## src/pkg/lvdc_pkg.sv

```systemverilog
package lvdc_pkg;
    // register byte offsets
    localparam logic [11:0] ctrl_off = 12'h000;
    localparam logic [11:0] irq_off = 12'h004;
    localparam logic [11:0] stat_off = 12'h008;
    // control register fields
    localparam int trip_lsb = 0;
    localparam int trip_w = 4;
    localparam int pwr_bit = 4;
    localparam int stable_bit = 5;
    localparam logic [3:0] trip_rst = 4'h5;
    localparam logic [7:0] ctrl_rst = 8'h05;
    localparam logic [3:0] trip_ext = 4'hf;
    localparam logic [3:0] trip_rsvd = 4'h0;
    // irq control register fields
    localparam int flag_bit = 0;
    localparam int ie_bit = 1;
    localparam int gie_bit = 2;
    // status register fields
    localparam int sleep_bit = 0;
    localparam int wake_bit = 1;
    localparam int vect_bit = 2;
    localparam int trip_bit = 3;
    // reference start-up time, fixed regardless of code running
    localparam int ref_settle_us = 50;
    localparam int clk_mhz = 40;
    localparam int ref_settle_cyc = ref_settle_us * clk_mhz;
    localparam int cnt_w = 12;
    typedef enum logic [1:0]
    {
        lvdc_off = 2'b00,
        lvdc_settle = 2'b01,
        lvdc_ready = 2'b10
    } lvdc_state_t;
endpackage : lvdc_pkg

```

## src/pkg/lvdc_sync_if.sv

```systemverilog
`timescale 1ns/100ps
interface lvdc_sync_if;
    logic raw;
    logic clean;
    modport sync (input raw, output clean);
    modport user (output raw, input clean);
endinterface : lvdc_sync_if

```

## src/design/lvdc_sync.sv

```systemverilog
`timescale 1ns/100ps
module lvdc_sync
(
    input wire logic pclk,
    input wire logic presetn,
    lvdc_sync_if.sync s
);
    logic [2:0] sh_q;
    logic clean_q;
    always_ff @(posedge pclk or negedge presetn)
    begin
        if (!presetn)
            sh_q <= 3'h0;
        else
            sh_q <= {sh_q[1:0], s.raw};
    end
    // a change counts only when stages two and three agree
    always_ff @(posedge pclk or negedge presetn)
    begin
        if (!presetn)
            clean_q <= 1'b0;
        else if (sh_q[1] == sh_q[2])
            clean_q <= sh_q[2];
    end
    assign s.clean = clean_q;
endmodule : lvdc_sync

```

## src/design/lvdc_top.sv

```systemverilog
// Behaviour
// - a comparator report of supply below the set point sets the low-voltage flag.
// - the trip point is picked by the four-bit trip level field in control bits 3:0.
// - trip level all ones routes the external trip input to the comparator.
// - codes 1 to 14 select internal thresholds ascending; code 0 is reserved.
// - control bit 4 powers the detector up when set and down when cleared.
// - read-only control bit 5 reads one once the detector can flag reliably.
// - control bits 7 and 6 read zero and ignore writes.
// - the flag is suppressed until the reference is stable after enabling.
// - the reference start-up wait is a fixed time, not tied to software clocking.
// - the detector keeps working in sleep; a trip then sets the flag and wakes.
// - after a detector wake the vector is taken only if global irq is enabled.
// - while awake the vector is taken when the flag, the irq enable and the global irq enable are set.
// - device reset returns the control register to reset, powering the detector off.
`timescale 1ns/100ps
module lvdc_top
(
    input wire logic pclk,
    input wire logic presetn,
    input wire logic psel,
    input wire logic penable,
    input wire logic pwrite,
    input wire logic [11:0] paddr,
    input wire logic [31:0] pwdata,
    input wire logic [3:0] pstrb,
    output logic [31:0] prdata,
    output logic pready,
    output logic pslverr,
    input wire logic comp_below,
    input wire logic ref_ready,
    input wire logic external_trip_input,
    input wire logic sleep_mode,
    output logic detector_power_enable,
    output logic [3:0] trip_level_select,
    output logic ext_select,
    output logic comp_from_external,
    output logic wake_req,
    output logic vector_req
);
    logic [3:0] trip_q;
    logic pwr_q;
    logic flag_q;
    logic ie_q;
    logic gie_q;
    logic wake_q;
    logic vect_q;
    logic [lvdc_pkg::cnt_w-1:0] cnt_q;
    lvdc_pkg::lvdc_state_t state_q;
    logic stable;
    logic below;
    logic ext_pin;
    logic ref_ok;
    logic wr;
    logic rd;
    logic trip_ev;
    logic flag_clr;
    lvdc_sync_if cmp_if ();
    lvdc_sync_if pin_if ();
    lvdc_sync_if ref_if ();

    // analog inputs are asynchronous to pclk
    assign cmp_if.raw = comp_below;
    assign pin_if.raw = external_trip_input;
    assign ref_if.raw = ref_ready;
    lvdc_sync u_cmp (.pclk(pclk), .presetn(presetn), .s(cmp_if));
    lvdc_sync u_pin (.pclk(pclk), .presetn(presetn), .s(pin_if));
    lvdc_sync u_ref (.pclk(pclk), .presetn(presetn), .s(ref_if));
    assign below = cmp_if.clean;
    assign ext_pin = pin_if.clean;
    assign ref_ok = ref_if.clean;

    function automatic logic is_off(input logic [11:0] a, input logic [11:0] o);
        is_off = (a == o);
    endfunction : is_off

    assign wr = psel && penable && pwrite;
    assign rd = psel && !penable && !pwrite;
    assign pready = 1'b1;
    assign pslverr = psel && penable && !(is_off(paddr, lvdc_pkg::ctrl_off)
        || is_off(paddr, lvdc_pkg::irq_off) || is_off(paddr, lvdc_pkg::stat_off));

    // control register; bits 7:6 have no storage
    always_ff @(posedge pclk or negedge presetn)
    begin
        if (!presetn)
        begin
            trip_q <= lvdc_pkg::trip_rst;
            pwr_q <= 1'b0;
        end
        else if (wr && is_off(paddr, lvdc_pkg::ctrl_off) && pstrb[0])
        begin
            trip_q <= pwdata[lvdc_pkg::trip_lsb +: lvdc_pkg::trip_w];
            pwr_q <= pwdata[lvdc_pkg::pwr_bit];
        end
    end

    // stable after both a fixed settle count and the analog ready level
    always_ff @(posedge pclk or negedge presetn)
    begin
        if (!presetn)
        begin
            state_q <= lvdc_pkg::lvdc_off;
            cnt_q <= '0;
        end
        else if (!pwr_q)
        begin
            state_q <= lvdc_pkg::lvdc_off;
            cnt_q <= '0;
        end
        else
        begin
            unique case (state_q)
                lvdc_pkg::lvdc_off:
                begin
                    state_q <= lvdc_pkg::lvdc_settle;
                    cnt_q <= '0;
                end
                lvdc_pkg::lvdc_settle:
                begin
                    // counted in pclk cycles of a fixed time constant
                    if (cnt_q == lvdc_pkg::cnt_w'(lvdc_pkg::ref_settle_cyc - 1))
                    begin
                        if (ref_ok)
                            state_q <= lvdc_pkg::lvdc_ready;
                    end
                    else
                        cnt_q <= cnt_q + 1'b1;
                end
                lvdc_pkg::lvdc_ready:
                    state_q <= lvdc_pkg::lvdc_ready;
                default:
                    state_q <= lvdc_pkg::lvdc_off;
            endcase
        end
    end
    assign stable = (state_q == lvdc_pkg::lvdc_ready);

    // external pin replaces the divider when level is all ones
    assign ext_select = (trip_q == lvdc_pkg::trip_ext);
    // the comparator output is already valid for either source; pin path is observed here
    assign comp_from_external = ext_select && ext_pin;
    // reserved code 0 never trips; software must avoid it
    assign trip_ev = stable && below && (trip_q != lvdc_pkg::trip_rsvd);

    assign flag_clr = wr && is_off(paddr, lvdc_pkg::irq_off) && pstrb[0]
        && !pwdata[lvdc_pkg::flag_bit];

    // set wins over a same-cycle clear
    always_ff @(posedge pclk or negedge presetn)
    begin
        if (!presetn)
            flag_q <= 1'b0;
        else if (trip_ev)
            flag_q <= 1'b1;
        else if (flag_clr)
            flag_q <= 1'b0;
    end

    always_ff @(posedge pclk or negedge presetn)
    begin
        if (!presetn)
        begin
            ie_q <= 1'b0;
            gie_q <= 1'b0;
        end
        else if (wr && is_off(paddr, lvdc_pkg::irq_off) && pstrb[0])
        begin
            ie_q <= pwdata[lvdc_pkg::ie_bit];
            gie_q <= pwdata[lvdc_pkg::gie_bit];
        end
    end

    // wake and vector requests, registered
    always_ff @(posedge pclk or negedge presetn)
    begin
        if (!presetn)
        begin
            wake_q <= 1'b0;
            vect_q <= 1'b0;
        end
        else
        begin
            wake_q <= sleep_mode && flag_q && pwr_q;
            if (sleep_mode)
                vect_q <= 1'b0;
            else if (wake_q)
                vect_q <= gie_q && flag_q;
            else
                vect_q <= flag_q && ie_q && gie_q;
        end
    end

    always_ff @(posedge pclk or negedge presetn)
    begin
        if (!presetn)
            prdata <= 32'h00000000;
        else if (rd)
        begin
            prdata <= 32'h00000000;
            if (is_off(paddr, lvdc_pkg::ctrl_off))
            begin
                prdata[lvdc_pkg::trip_lsb +: lvdc_pkg::trip_w] <= trip_q;
                prdata[lvdc_pkg::pwr_bit] <= pwr_q;
                prdata[lvdc_pkg::stable_bit] <= stable;
            end
            else if (is_off(paddr, lvdc_pkg::irq_off))
            begin
                prdata[lvdc_pkg::flag_bit] <= flag_q;
                prdata[lvdc_pkg::ie_bit] <= ie_q;
                prdata[lvdc_pkg::gie_bit] <= gie_q;
            end
            else if (is_off(paddr, lvdc_pkg::stat_off))
            begin
                prdata[lvdc_pkg::sleep_bit] <= sleep_mode;
                prdata[lvdc_pkg::wake_bit] <= wake_q;
                prdata[lvdc_pkg::vect_bit] <= vect_q;
                prdata[lvdc_pkg::trip_bit] <= below;
            end
        end
    end

    assign detector_power_enable = pwr_q;
    assign trip_level_select = trip_q;
    assign wake_req = wake_q;
    assign vector_req = vect_q;
endmodule : lvdc_top

```

## config.mk

```make
export PLATFORM = sky130hd
export DESIGN_NAME = lvdc_top
export DESIGN_NICKNAME = d
export VERILOG_FILES = /design/src/pkg/lvdc_pkg.sv /design/src/pkg/lvdc_sync_if.sv /design/src/design/lvdc_sync.sv /design/src/design/lvdc_top.sv
export SDC_FILE = /design/constraint.sdc
export NUM_CORES = 1
export LEC_CHECK = 0
export CORE_MARGIN = 5
export CORE_UTILIZATION = 55
export CTS_CLUSTER_DIAMETER = 40
export DETAILED_ROUTE_END_ITERATION = 7
export DONT_BUFFER_PORTS = 1
export GPL_ROUTABILITY_DRIVEN = 0
export PLACE_DENSITY = 0.76
export SLEW_MARGIN = 20
export SYNTH_ARGS = -nofsm -noshare
export SYNTH_HDL_FRONTEND = slang
export SYNTH_SLANG_ARGS = --single-unit
```

## constraint.sdc

```tcl
create_clock -name pclk -period 2.3 [get_ports pclk]
set_input_delay 0.23 -clock pclk [delete_from_list [all_inputs] [get_ports pclk]]
set_output_delay 0.23 -clock pclk [all_outputs]
set_load 0.05 [all_outputs]
```

* Word level (Yosys, flattened, before mapping)
Index checks and enable logic that the tools add are counted.
Word-level totals: register bits after elaboration 42, input port bits 57, logic and storage cells 76
Cells by class: add/sub/neg operators 1, equal/unequal tests 13, multiplexer cells 16, reductions and logical operators 30
Operators by type and width (count):
- 12-bit 2-to-1 mux | 2
- 12-bit case mux with 2 select lines | 1
- 1-bit logical AND | 18
- 12-bit by 1-bit adder with 12-bit output, second input constant | 1
- 12-bit by 11-bit equality test with 1-bit output, second input constant | 1
- 12-bit by 3-bit equality test with 1-bit output, second input constant | 1
- 12-bit by 4-bit equality test with 1-bit output, second input constant | 1
- 12-bit zero test | 1
- 2-bit 2-to-1 mux | 4
- 4-bit 2-to-1 mux | 2
- 3-bit != test, second input constant | 2
- 2-bit case mux with 3 select lines | 1
- 1-bit 2-to-1 mux | 5
- 4-bit equality test, second input constant | 1
- 1-bit zero test | 4
- 2-bit AND reduction | 2
- 4-bit nonzero test | 1
- 1-bit equality test | 3
- 3-bit 2-to-1 mux | 1
- 3-bit by 1-bit != test with 1-bit output, second input constant | 1
- 3-bit by 2-bit != test with 1-bit output, second input constant | 1
- 2-bit by 1-bit equality test with 1-bit output, second input constant | 1
- 2-bit equality test, second input constant | 1
- 2-bit zero test | 1
- other kinds (2) | 3

* Depth between registers and ports, before layout
Gate-level depths: netlist of the first run.
word-level depth 7, gate-level depth with buffers 7

* By module
A second synthesis of the first run with hierarchy kept.
Second synthesis, totals: cells, all modules 201, area total of the unflattened synthesis 2150.8 um^2
Modules (own cells, without submodules):
- lvdc_top | instances 1, cells each 186, area each 1816.7 um^2, seq. area each 753.2 um^2
- lvdc_sync | instances 3, cells each 5, area each 111.4 um^2, seq. area each 100.1 um^2

* Least setup slack after synthesis of the first run
Ideal clock, no wire load.
path kind reg-to-output, from register trip_q[0] (netlist: trip_level_select[0]), to output comp_from_external, arrival time 1.757 ns, required time 2.070 ns, setup slack 0.313 ns, cell stages (with the launch flop) 3, buffers on the path 0, cells stage by stage dfstp_2 and4_1 and2_1
Between the ends: word-level cells in the longest chain between the ends 2
Ends and longest elaborated chain:
- from (decl) | line lvdc_top.sv:40 | logic [3:0] trip_q;
- from (signal assigned) | line lvdc_top.sv:87 | trip_q <= lvdc_pkg::trip_rst;
- from (signal assigned) | line lvdc_top.sv:92 | trip_q <= pwdata[lvdc_pkg::trip_lsb +: lvdc_pkg::trip_w];
- 4-bit equality test | line lvdc_top.sv:139 | assign ext_select = (trip_q == lvdc_pkg::trip_ext);
- named net ext_select | line lvdc_top.sv:35 | output logic ext_select,
- 1-bit logical AND | line lvdc_top.sv:141 | assign comp_from_external = ext_select && ext_pin;
- to (decl) | line lvdc_top.sv:36 | output logic comp_from_external,
The timed path passes the listed nets, and every way through them passes these cells.

* Worst setup path in the final report of the first run
from register trip_q[1] (netlist: trip_level_select[1]), to output comp_from_external
Between the ends: word-level cells in the longest chain between the ends 2
Ends and longest elaborated chain (line):
- 4-bit equality test | lvdc_top.sv:139
- 1-bit logical AND | lvdc_top.sv:141
Every way passes these cells.

==> results.toml, run 1 <==
[setup_path]
crit_cells = 3
cp.arrival_ns = 1.63
r2r_slack_ns = 0.66
critPathKind = "reg -> out"
path_cells = "and4_1 -> and2_1 -> buf_4"
worstPathRequired_ns = 2.07
end_kind = "output pin"
crit_slowest_cell = "dfrtp_1"
crit_buf_inv = 1
max_stage_delay_ns = 0.71
startpoint_type = "register"
r2r_cells = 6
path_max_fanout = 5
crit_family = "flip-flops"

[grt]
grt_overflow = 0
antenna_found_initial = 0
grt_pass1_wl_um = 6160
track_usage_pct = 14.8
grt_max_degree = 43
grt_pass1_vias = 1390

[floorplan]
rows = 22
fp.dieH_um = 72.6
ios = 100
core_sq_um = 3720
start_util_pct = 57.9
die_x_um = 72.6
dieArea_sq_um = 5270

[clocking]
cts_buffer_depth = 2
cts.sinks = 42
cts.repair.resized = 0
htree_num_levels = 2
cts_buffers = 5
clk_pin_slew_worst_paths_ns = 0.08
cts_root_buffer = "clkbuf_8"
cts_setup_buffers = 0
clk_latency_ns = 0.30
tritoncts = "built"

[detailed_routing]
ant_nets = 0
drc = 0
dr_total_vias = 1409
dr.pass1.iters = 4
wl_per_cell_um = 14.0
vias_per_cell = 5.26
wl_um = 3760
dr.first_iter.drc_count = 67

[cells_and_area]
finalNetCount = 280
drive_gt1_share_pct = 12.7
final_cell_area_sq_um = 2310
syn_to_final_growth_pct = 7.20
num_antenna_cells = 0

[timing]
slew_headroom_pct = 61.5
fmax_mhz = 536
hold_viol = 0
rsz0062_at_grt = "false"
final-setup-viol-count = 0
setup_tns_ns = 0
period_share_pct = 81.1
drv_slew = 0
min_period_ns = 1.86
fin_skew_ns = 0.00985
tightest_slew_ns = 0.578
holdWs_ns = 0.0253

[synthesis]
syn_avg_cell_area_sq_um = 10.3
synthTopCellsByArea = "dfrtp_1 (46%), buf_4 (9.4%), mux2_4 (3.5%), nor2_1 (3.5%), nand2_1 (3.1%)"
synthArstFlopShare_pct = 100
yosysWarnings = 0
synth-main-ff-cell = "dfrtp_1"
synth_cells = 209
synth_edf_count = 0
yosysTopAreaCellShare_pct = 46.5
synth-seq-cells = 42
synth.largest_area_cell = "dfrtp_1"
syn_area_sq_um = 2150
synth_most_common_cell = "dfrtp_1"
ys_seq_area_share_pct = 48.9
synthTopCellsByCount = "dfrtp_1 (40), buf_4 (27), nor2_1 (20)"
ys_types = 39

[pwr]
powerDensity_nw_per_um2 = 648
peakVddDrop_mv = 0.482
p_leak_uw = 0.00103

[placement]
place_area_sq_um = 2120
numPortBuffers = 0
dp_hpwl_um = 2700

[job]
cap_violations = 0

[min_path]
holdPathStages = 1
hold_path_class = "in -> reg"

[status]
status = "finished clean"
==> state kept, by name, indices dropped and copies added (netlist names) <==
| signal | count |
|---|---|
| u_cmp.sh_q | 3 |
| prdata | 6 |
| detector_power_enable | 1 |
| ie_q | 1 |
| u_cmp.s.clean | 1 |
| trip_level_select | 4 |
| gie_q | 1 |
| u_ref.s.clean | 1 |
| vector_req | 1 |
| u_pin.sh_q | 3 |
| cnt_q | 12 |
| u_pin.s.clean | 1 |
| u_ref.sh_q | 3 |
| flag_q | 1 |
| state_q | 2 |
| wake_req | 1 |
==> cells by family after synthesis <==
family | synth area share, %
buf+inv | 12.4
mux | 7.32
simple gates | 19.6
other cells | 0.349
xor+xnor | 2.44
flops | 48.9
fa+ha+maj | 3.72
compound gates | 5.17
==> cell type report <==
| type | count | area, sq um |
|---|---|---|
| clock buffers | 7 | 86.3 |
| clock inverters | 1 | 30.0 |
| fillers | 303 | 1410 |
| inverters | 6 | 22.5 |
| multi-input cells | 150 | 926 |
| flip-flops and latches | 42 | 1050 |
| well taps | 48 | 60.1 |
| repair buffers | 14 | 130 |
==> per-stage QoR <==
step	util [%]	cells	setup WS [ns]	power, uW
global placement	57.1	254	0.525	890
global route	62.1	268	0.359	1550
finish	62.1	268	0.435	1490
detailed placement	57.1	254	0.528	891
floorplan	-	234	0.313	926
CTS	62.1	268	0.415	1510
==> worst reg2reg max path: stages (launching register included) <==
cell and delay [ns]:
dfrtp_1 0.41, inv_1 0.08, ha_1 0.30, and4_1 0.36, nand3_1 0.14, xor2_1 0.18
nor2_1 0.06
==> what timing repair did <==
| action | 4_1_cts | 5_1_grt |
|---|---|---|
| endpoints found under the hold margin | 46 | 0 |
| hold buffers | 6 | 0 |
| endpoints found under the setup margin | 0 | 0 |
==> path summary, 6_finish.rpt <==
kind	startpoint	to
max	trip_level_select[1]	comp_from_external
min	paddr[2]	prdata[3]
max reg2reg	state_q[1]	cnt_q[5]
min reg2reg	u_cmp.sh_q[0]	u_cmp.sh_q[1]
max in group asynchronous	presetn	trip_level_select[2]
min in group asynchronous	presetn	state_q[0]
==> report_power, final <==
part	switching (uW)	internal (uW)
registers	6.28	751
logic	123	20.5
clock network	240	354
total	369	1130
==> metal layers <==
metal / vias up / part of all wire, % / track usage (%)
met4: 0 / 1.1 / 4.10
met2: 60 / 46 / 23.2
met1: 661 / 41 / 18.2
met3: 6 / 12 / 7.16
li1: 682 / - / -
met5: - / 0 / 0
==> layout by cell type (no fill, tap or decap), types with 2 or more instances in the layout <==
cell and n:
mux2i_1 6, o31ai_1 5, nand4_1 7, clkbuf_8 6, buf_4 8, nor2_1 20, nand2_1 18, and4_1 3
and2_1 2, inv_1 5, conb_1 27, dlygate4sd3_1 5, mux2_1 2, dfstp_2 2, xnor2_1 2, dfrtp_1 40
nor3_1 5, and3_1 2, a21oi_1 8, maj3_1 3, mux2_4 5, xor2_1 4, nand3_1 9, nor4_2 3
ha_1 4, or3_1 4
(Power assumes the default switching activity.)
==> run 2, diff against run 1 <==
Settings changed: PLACE_DENSITY 0.76 to 0.79.
Clock period 2.3 ns to 1.7 ns, I/O delays scaled along.
==> results.toml, run 2 (synthesis gave the netlist of run 1 again) <==
[timing]
setup_tns_ns = 0
period_share_pct = 94.0
fin_skew_ns = 0.00529
final-setup-viol-count = 0
holdWs_ns = 0.0114
drv_slew = 0
rsz0062_at_grt = "false"
min_period_ns = 1.60
fmax_mhz = 625
hold_viol = 0

[cells_and_area]
final_common_cell = "dfrtp_1"
top_register = "cnt_q"
num_antenna_cells = 0
syn_to_final_growth_pct = 10.7
final_cell_mix = "dfrtp_1 (40), conb_1 (27), nor2_1 (20), nand2_1 (18), buf_4 (16)"
largest_register_ffs = 12
finalNetCount = 290
nFillCells = 301
fin_util_pct = 64.1
drive_gt1_share_pct = 18.3

[setup_path]
worstPathRequired_ns = 1.53
path_cells = "and4_2 -> and2_2"
max_stage_delay_ns = 0.57
startpoint_type = "register"
crit_slowest_cell = "dfstp_2"
cp.arrival_ns = 1.43
r2r_slack_ns = 0.17
end_kind = "output pin"
critPathKind = "reg -> out"
timing.rr.start = "state_q[1]"
crit_buf_inv = 0
r2r_cells = 5
path_max_fanout = 5
crit_family = "simple AND/OR/NAND/NOR gates"
reg2reg_to = "cnt_q[6]"

[detailed_routing]
vias_per_cell = 5.23
ant_nets = 0
drc = 0
dr.first_iter.drc_count = 46
dr.pass1.iters = 4
dr_total_vias = 1455
wl_per_cell_um = 14.4
wl_um = 3990

[clocking]
clk_latency_ns = 0.29
htree_num_levels = 2
cts_buffer_depth = 2
cts_root_buffer = "clkbuf_8"
tritoncts = "built"
cts.sinks = 42
cts_buffers = 5
clk_pin_slew_worst_paths_ns = 0.07

[grt]
grt_pass1_wl_um = 6280
grt_max_degree = 43
grt_overflow = 0
track_usage_pct = 15.7
antenna_found_initial = 0
grt_pass1_vias = 1377

[floorplan]
dieArea_sq_um = 5270
fp.dieH_um = 72.6
core_sq_um = 3720
start_util_pct = 57.9
ios = 100
die_x_um = 72.6
rows = 22

[pwr]
p_leak_uw = 0.00106
peakVddDrop_mv = 0.540
powerDensity_nw_per_um2 = 767

[status]
status = "finished clean"

[min_path]
hold_path_class = "in -> reg"
min_to = "ie_q"
holdPathStages = 1
hold_start = "pwdata[1]"

[job]
cap_violations = 0

[placement]
numPortBuffers = 0
dp_hpwl_um = 2870
==> run 2: cell count changes in the layout (fill, tap and decap cells not counted), sizes merged <==
cell         previous run  this run
dlygate4sd3             5         7
buf                     9        17
clkbuf                  7         8
bufinv                  1         0
==> run 2: layout make-up <==
type,count,area [sq um],share of cell area [%]
clock buffers,8,80.1,3.36
inverters,6,22.5,0.945
multi-input cells,150,957,40.2
flip-flops and latches,42,1050,44.2
well taps,48,60.1,2.52
repair buffers,24,210,8.82
==> run 2: worst max-delay path by stage <==
| stage | start | end | depth (start not counted) |
|---|---|---|---|
| 6_report | trip_level_select[0] | comp_from_external | 2 |
| 5_1_grt | cnt_q[0] | state_q[0] | 6 |
| 4_1_cts | state_q[1] | cnt_q[11] | 6 |
| 3_5_place_dp | state_q[1] | cnt_q[11] | 6 |
| 3_3_place_gp | paddr[11] | trip_level_select[3] | 4 |
| 2_1_floorplan | trip_level_select[1] | comp_from_external | 2 |
==> run 2: repair_timing <==
item                                    4_1_cts  5_1_grt
endpoints found under the setup margin        0       14
endpoints found under the hold margin        48        0
gates resized for setup                       0        7
hold buffers                                  8        0
setup buffers                                 0        2
==> run 2: where the power goes <==
group	switching, uW	leakage, uW	total (uW)	internal, uW
sequential	8.88	0.000547	1030	1020
clock	311	0.0000395	602	291
combinational	168	0.000472	199	30.9
total	488	0.00106	1830	1340
==> run 2: layer usage <==
layer | wire, um | global-route usage (%)
met3 | 405 | 7.02
met4 | 57 | 6.15
met5 | 0 | 0
met1 | 1580 | 18.0
met2 | 1950 | 25.6
==> run 2: metrics by stage <==
stage          cells  setup WS, ns  total power, uW  cell area [sq um]
2_1_floorplan    234        0.0139             1250               2250
3_3_place_gp     260         0.102             1200               2170
3_5_place_dp     260        0.0783             1210               2170
4_1_cts          276        0.0505             1850               2340
5_1_grt          278        0.0279             1910               2380
6_report         278         0.101             1830               2380
==> run 3, diff against run 2 <==
Settings changed: CTS_BUF_LIST set to sky130_fd_sc_hd__clkbuf_16, REMOVE_ABC_BUFFERS set to 1.
==> results.toml, run 3 (synthesis gave the netlist of run 1 again) <==
[timing]
drv_slew = 0
hold_viol = 0
fmax_mhz = 585
period_share_pct = 101
fin_skew_ns = 0.00413
final-setup-viol-count = 2
fin_ws_ns = -0.00957
min_period_ns = 1.71
rsz0062_at_grt = "true"
slew_headroom_pct = 49.5
tightest_slew_ns = 0.753

[cells_and_area]
top_register = "cnt_q"
syn_to_final_growth_pct = 14.8
nFillCells = 298
largest_register_ffs = 12
final_cell_mix = "dfrtp_1 (40), conb_1 (27), nor2_1 (20), nand2_1 (18), buf_4 (17)"
drive_gt1_share_pct = 19.4
finalNetCount = 292
final_cell_count_no_fill = 280
regArea_sq_um = 1050
num_antenna_cells = 0
final_common_cell = "dfrtp_1"
multiInputGateArea_sq_um = 960

[detailed_routing]
dr.pass1.iters = 4
wl_um = 4250
ant_nets = 0
dr_total_vias = 1492
dr.first_iter.drc_count = 68
vias_per_cell = 5.33
drc = 0
wl_per_cell_um = 15.2

[grt]
grt_max_degree = 43
track_usage_pct = 16.0
grt_pass1_vias = 1391
grt_pass1_wl_um = 6580
antenna_found_initial = 0
grt_overflow = 0

[setup_path]
r2r_cells = 6
cp.arrival_ns = 1.87
startpoint_type = "register"
timing.rr.start = "cnt_q[0]"
crit_slowest_cell = "dfrtp_1"
path_max_fanout = 7
end_kind = "register"
reg2reg_to = "state_q[0]"
path_cells = "ha_2 -> nand4_1 -> nor4bb_4 -> buf_6 -> a21boi_2 -> mux2i_1"
max_stage_delay_ns = 0.42
critPathKind = "reg -> reg"
worstPathRequired_ns = 1.86
r2r_slack_ns = -0.01

[clocking]
cts_root_buffer = "clkbuf_16"
clk_latency_ns = 0.28
cts.sinks = 42
clk_pin_slew_worst_paths_ns = 0.05
cts_buffer_depth = 2
cts_buffers = 5
htree_num_levels = 2
tritoncts = "built"

[floorplan]
rows = 22
ios = 100
core_sq_um = 3720
fp.dieH_um = 72.6
dieArea_sq_um = 5270
start_util_pct = 57.9
die_x_um = 72.6

[min_path]
hold_path_class = "in -> reg"
holdPathStages = 1
hold_start = "pwdata[1]"
min_to = "ie_q"

[placement]
dp_cells = 263
dp_hpwl_um = 2820
numPortBuffers = 0

[status]
violations = "setup timing"
status = "finished, violations left"

[pwr]
powerDensity_nw_per_um2 = 847
peakVddDrop_mv = 0.734
finalPower_uw = 2090
p_leak_uw = 0.00111

[job]
cap_violations = 0
[run 3: cell types whose count changed in the layout (fill, tap and decap cells not counted), sizes merged]
cell and delta:
buf +3, clkbuf -3, clkinv +2, dlygate4sd3 -1, inv +1
[run 3: how the worst max path moves through the flow]
stage / cells after the start / start / endpoint
CTS: 6 / cnt_q[0] / state_q[0]
detailed placement: 6 / cnt_q[0] / state_q[0]
floorplan: 2 / trip_level_select[0] / comp_from_external
finish: 6 / cnt_q[0] / state_q[0]
global route: 6 / cnt_q[0] / cnt_q[1]
global placement: 6 / cnt_q[0] / state_q[0]
[run 3: per-layer routing]
layer / part of all wire (%) / wire [um] / track usage (%)
met2: 49 / 2100 / 26.0
met1: 39 / 1650 / 19.9
met5: 0 / 0 / 0
met4: 2.0 / 87 / 6.35
met3: 10 / 423 / 4.82
[run 3: power by group]
part / internal [uW] / switching (uW) / leakage [uW]
logic: 29.3 / 168 / 0.000490
registers: 1020 / 9.33 / 0.000547
clock network: 529 / 340 / 0.0000724
[run 3: final cells by class]
cell class,instances,share of cell area (%)
clock buffers,5,5.06
clock inverters,3,0.506
inverters,6,0.911
multi-input cells,150,38.8
flip-flops and latches,42,42.6
well taps,48,2.43
repair buffers,26,9.67
[run 3: through the flow]
step | setup TNS, ns | setup WS [ns] | cell area [sq um] | hold WS, ns | utilization [%]
floorplan | -0.689 | -0.227 | 2000 | -0.126 | -
global placement | 0 | 0.0417 | 2200 | -0.124 | 59.3
detailed placement | 0 | 0.0268 | 2200 | -0.124 | 59.3
CTS | 0 | 0.0171 | 2430 | 0.0244 | 65.3
global route | -0.521 | -0.0771 | 2470 | 0.0270 | 66.5
finish | -0.0144 | -0.00957 | 2470 | 0.0260 | 66.5
[run 3: repair_timing]
item,in CTS,in global routing
pin swaps,1,5
hold buffers,7,0
hold endpoints to repair,47,0
buffers inserted,0,2
gates resized for setup,1,8
endpoints found under the setup margin,3,14
[run 3: critical path, delay by kind of cell (launching register included)]
family                   cells  cell delay, ns
AO/OA/AOI/OAI                1            0.08
adder cells (fa/ha/maj)      1            0.21
buffers and inverters        1            0.18
flip-flops                   1            0.42
multiplexers                 1            0.12
AND/OR/NAND/NOR              2            0.58
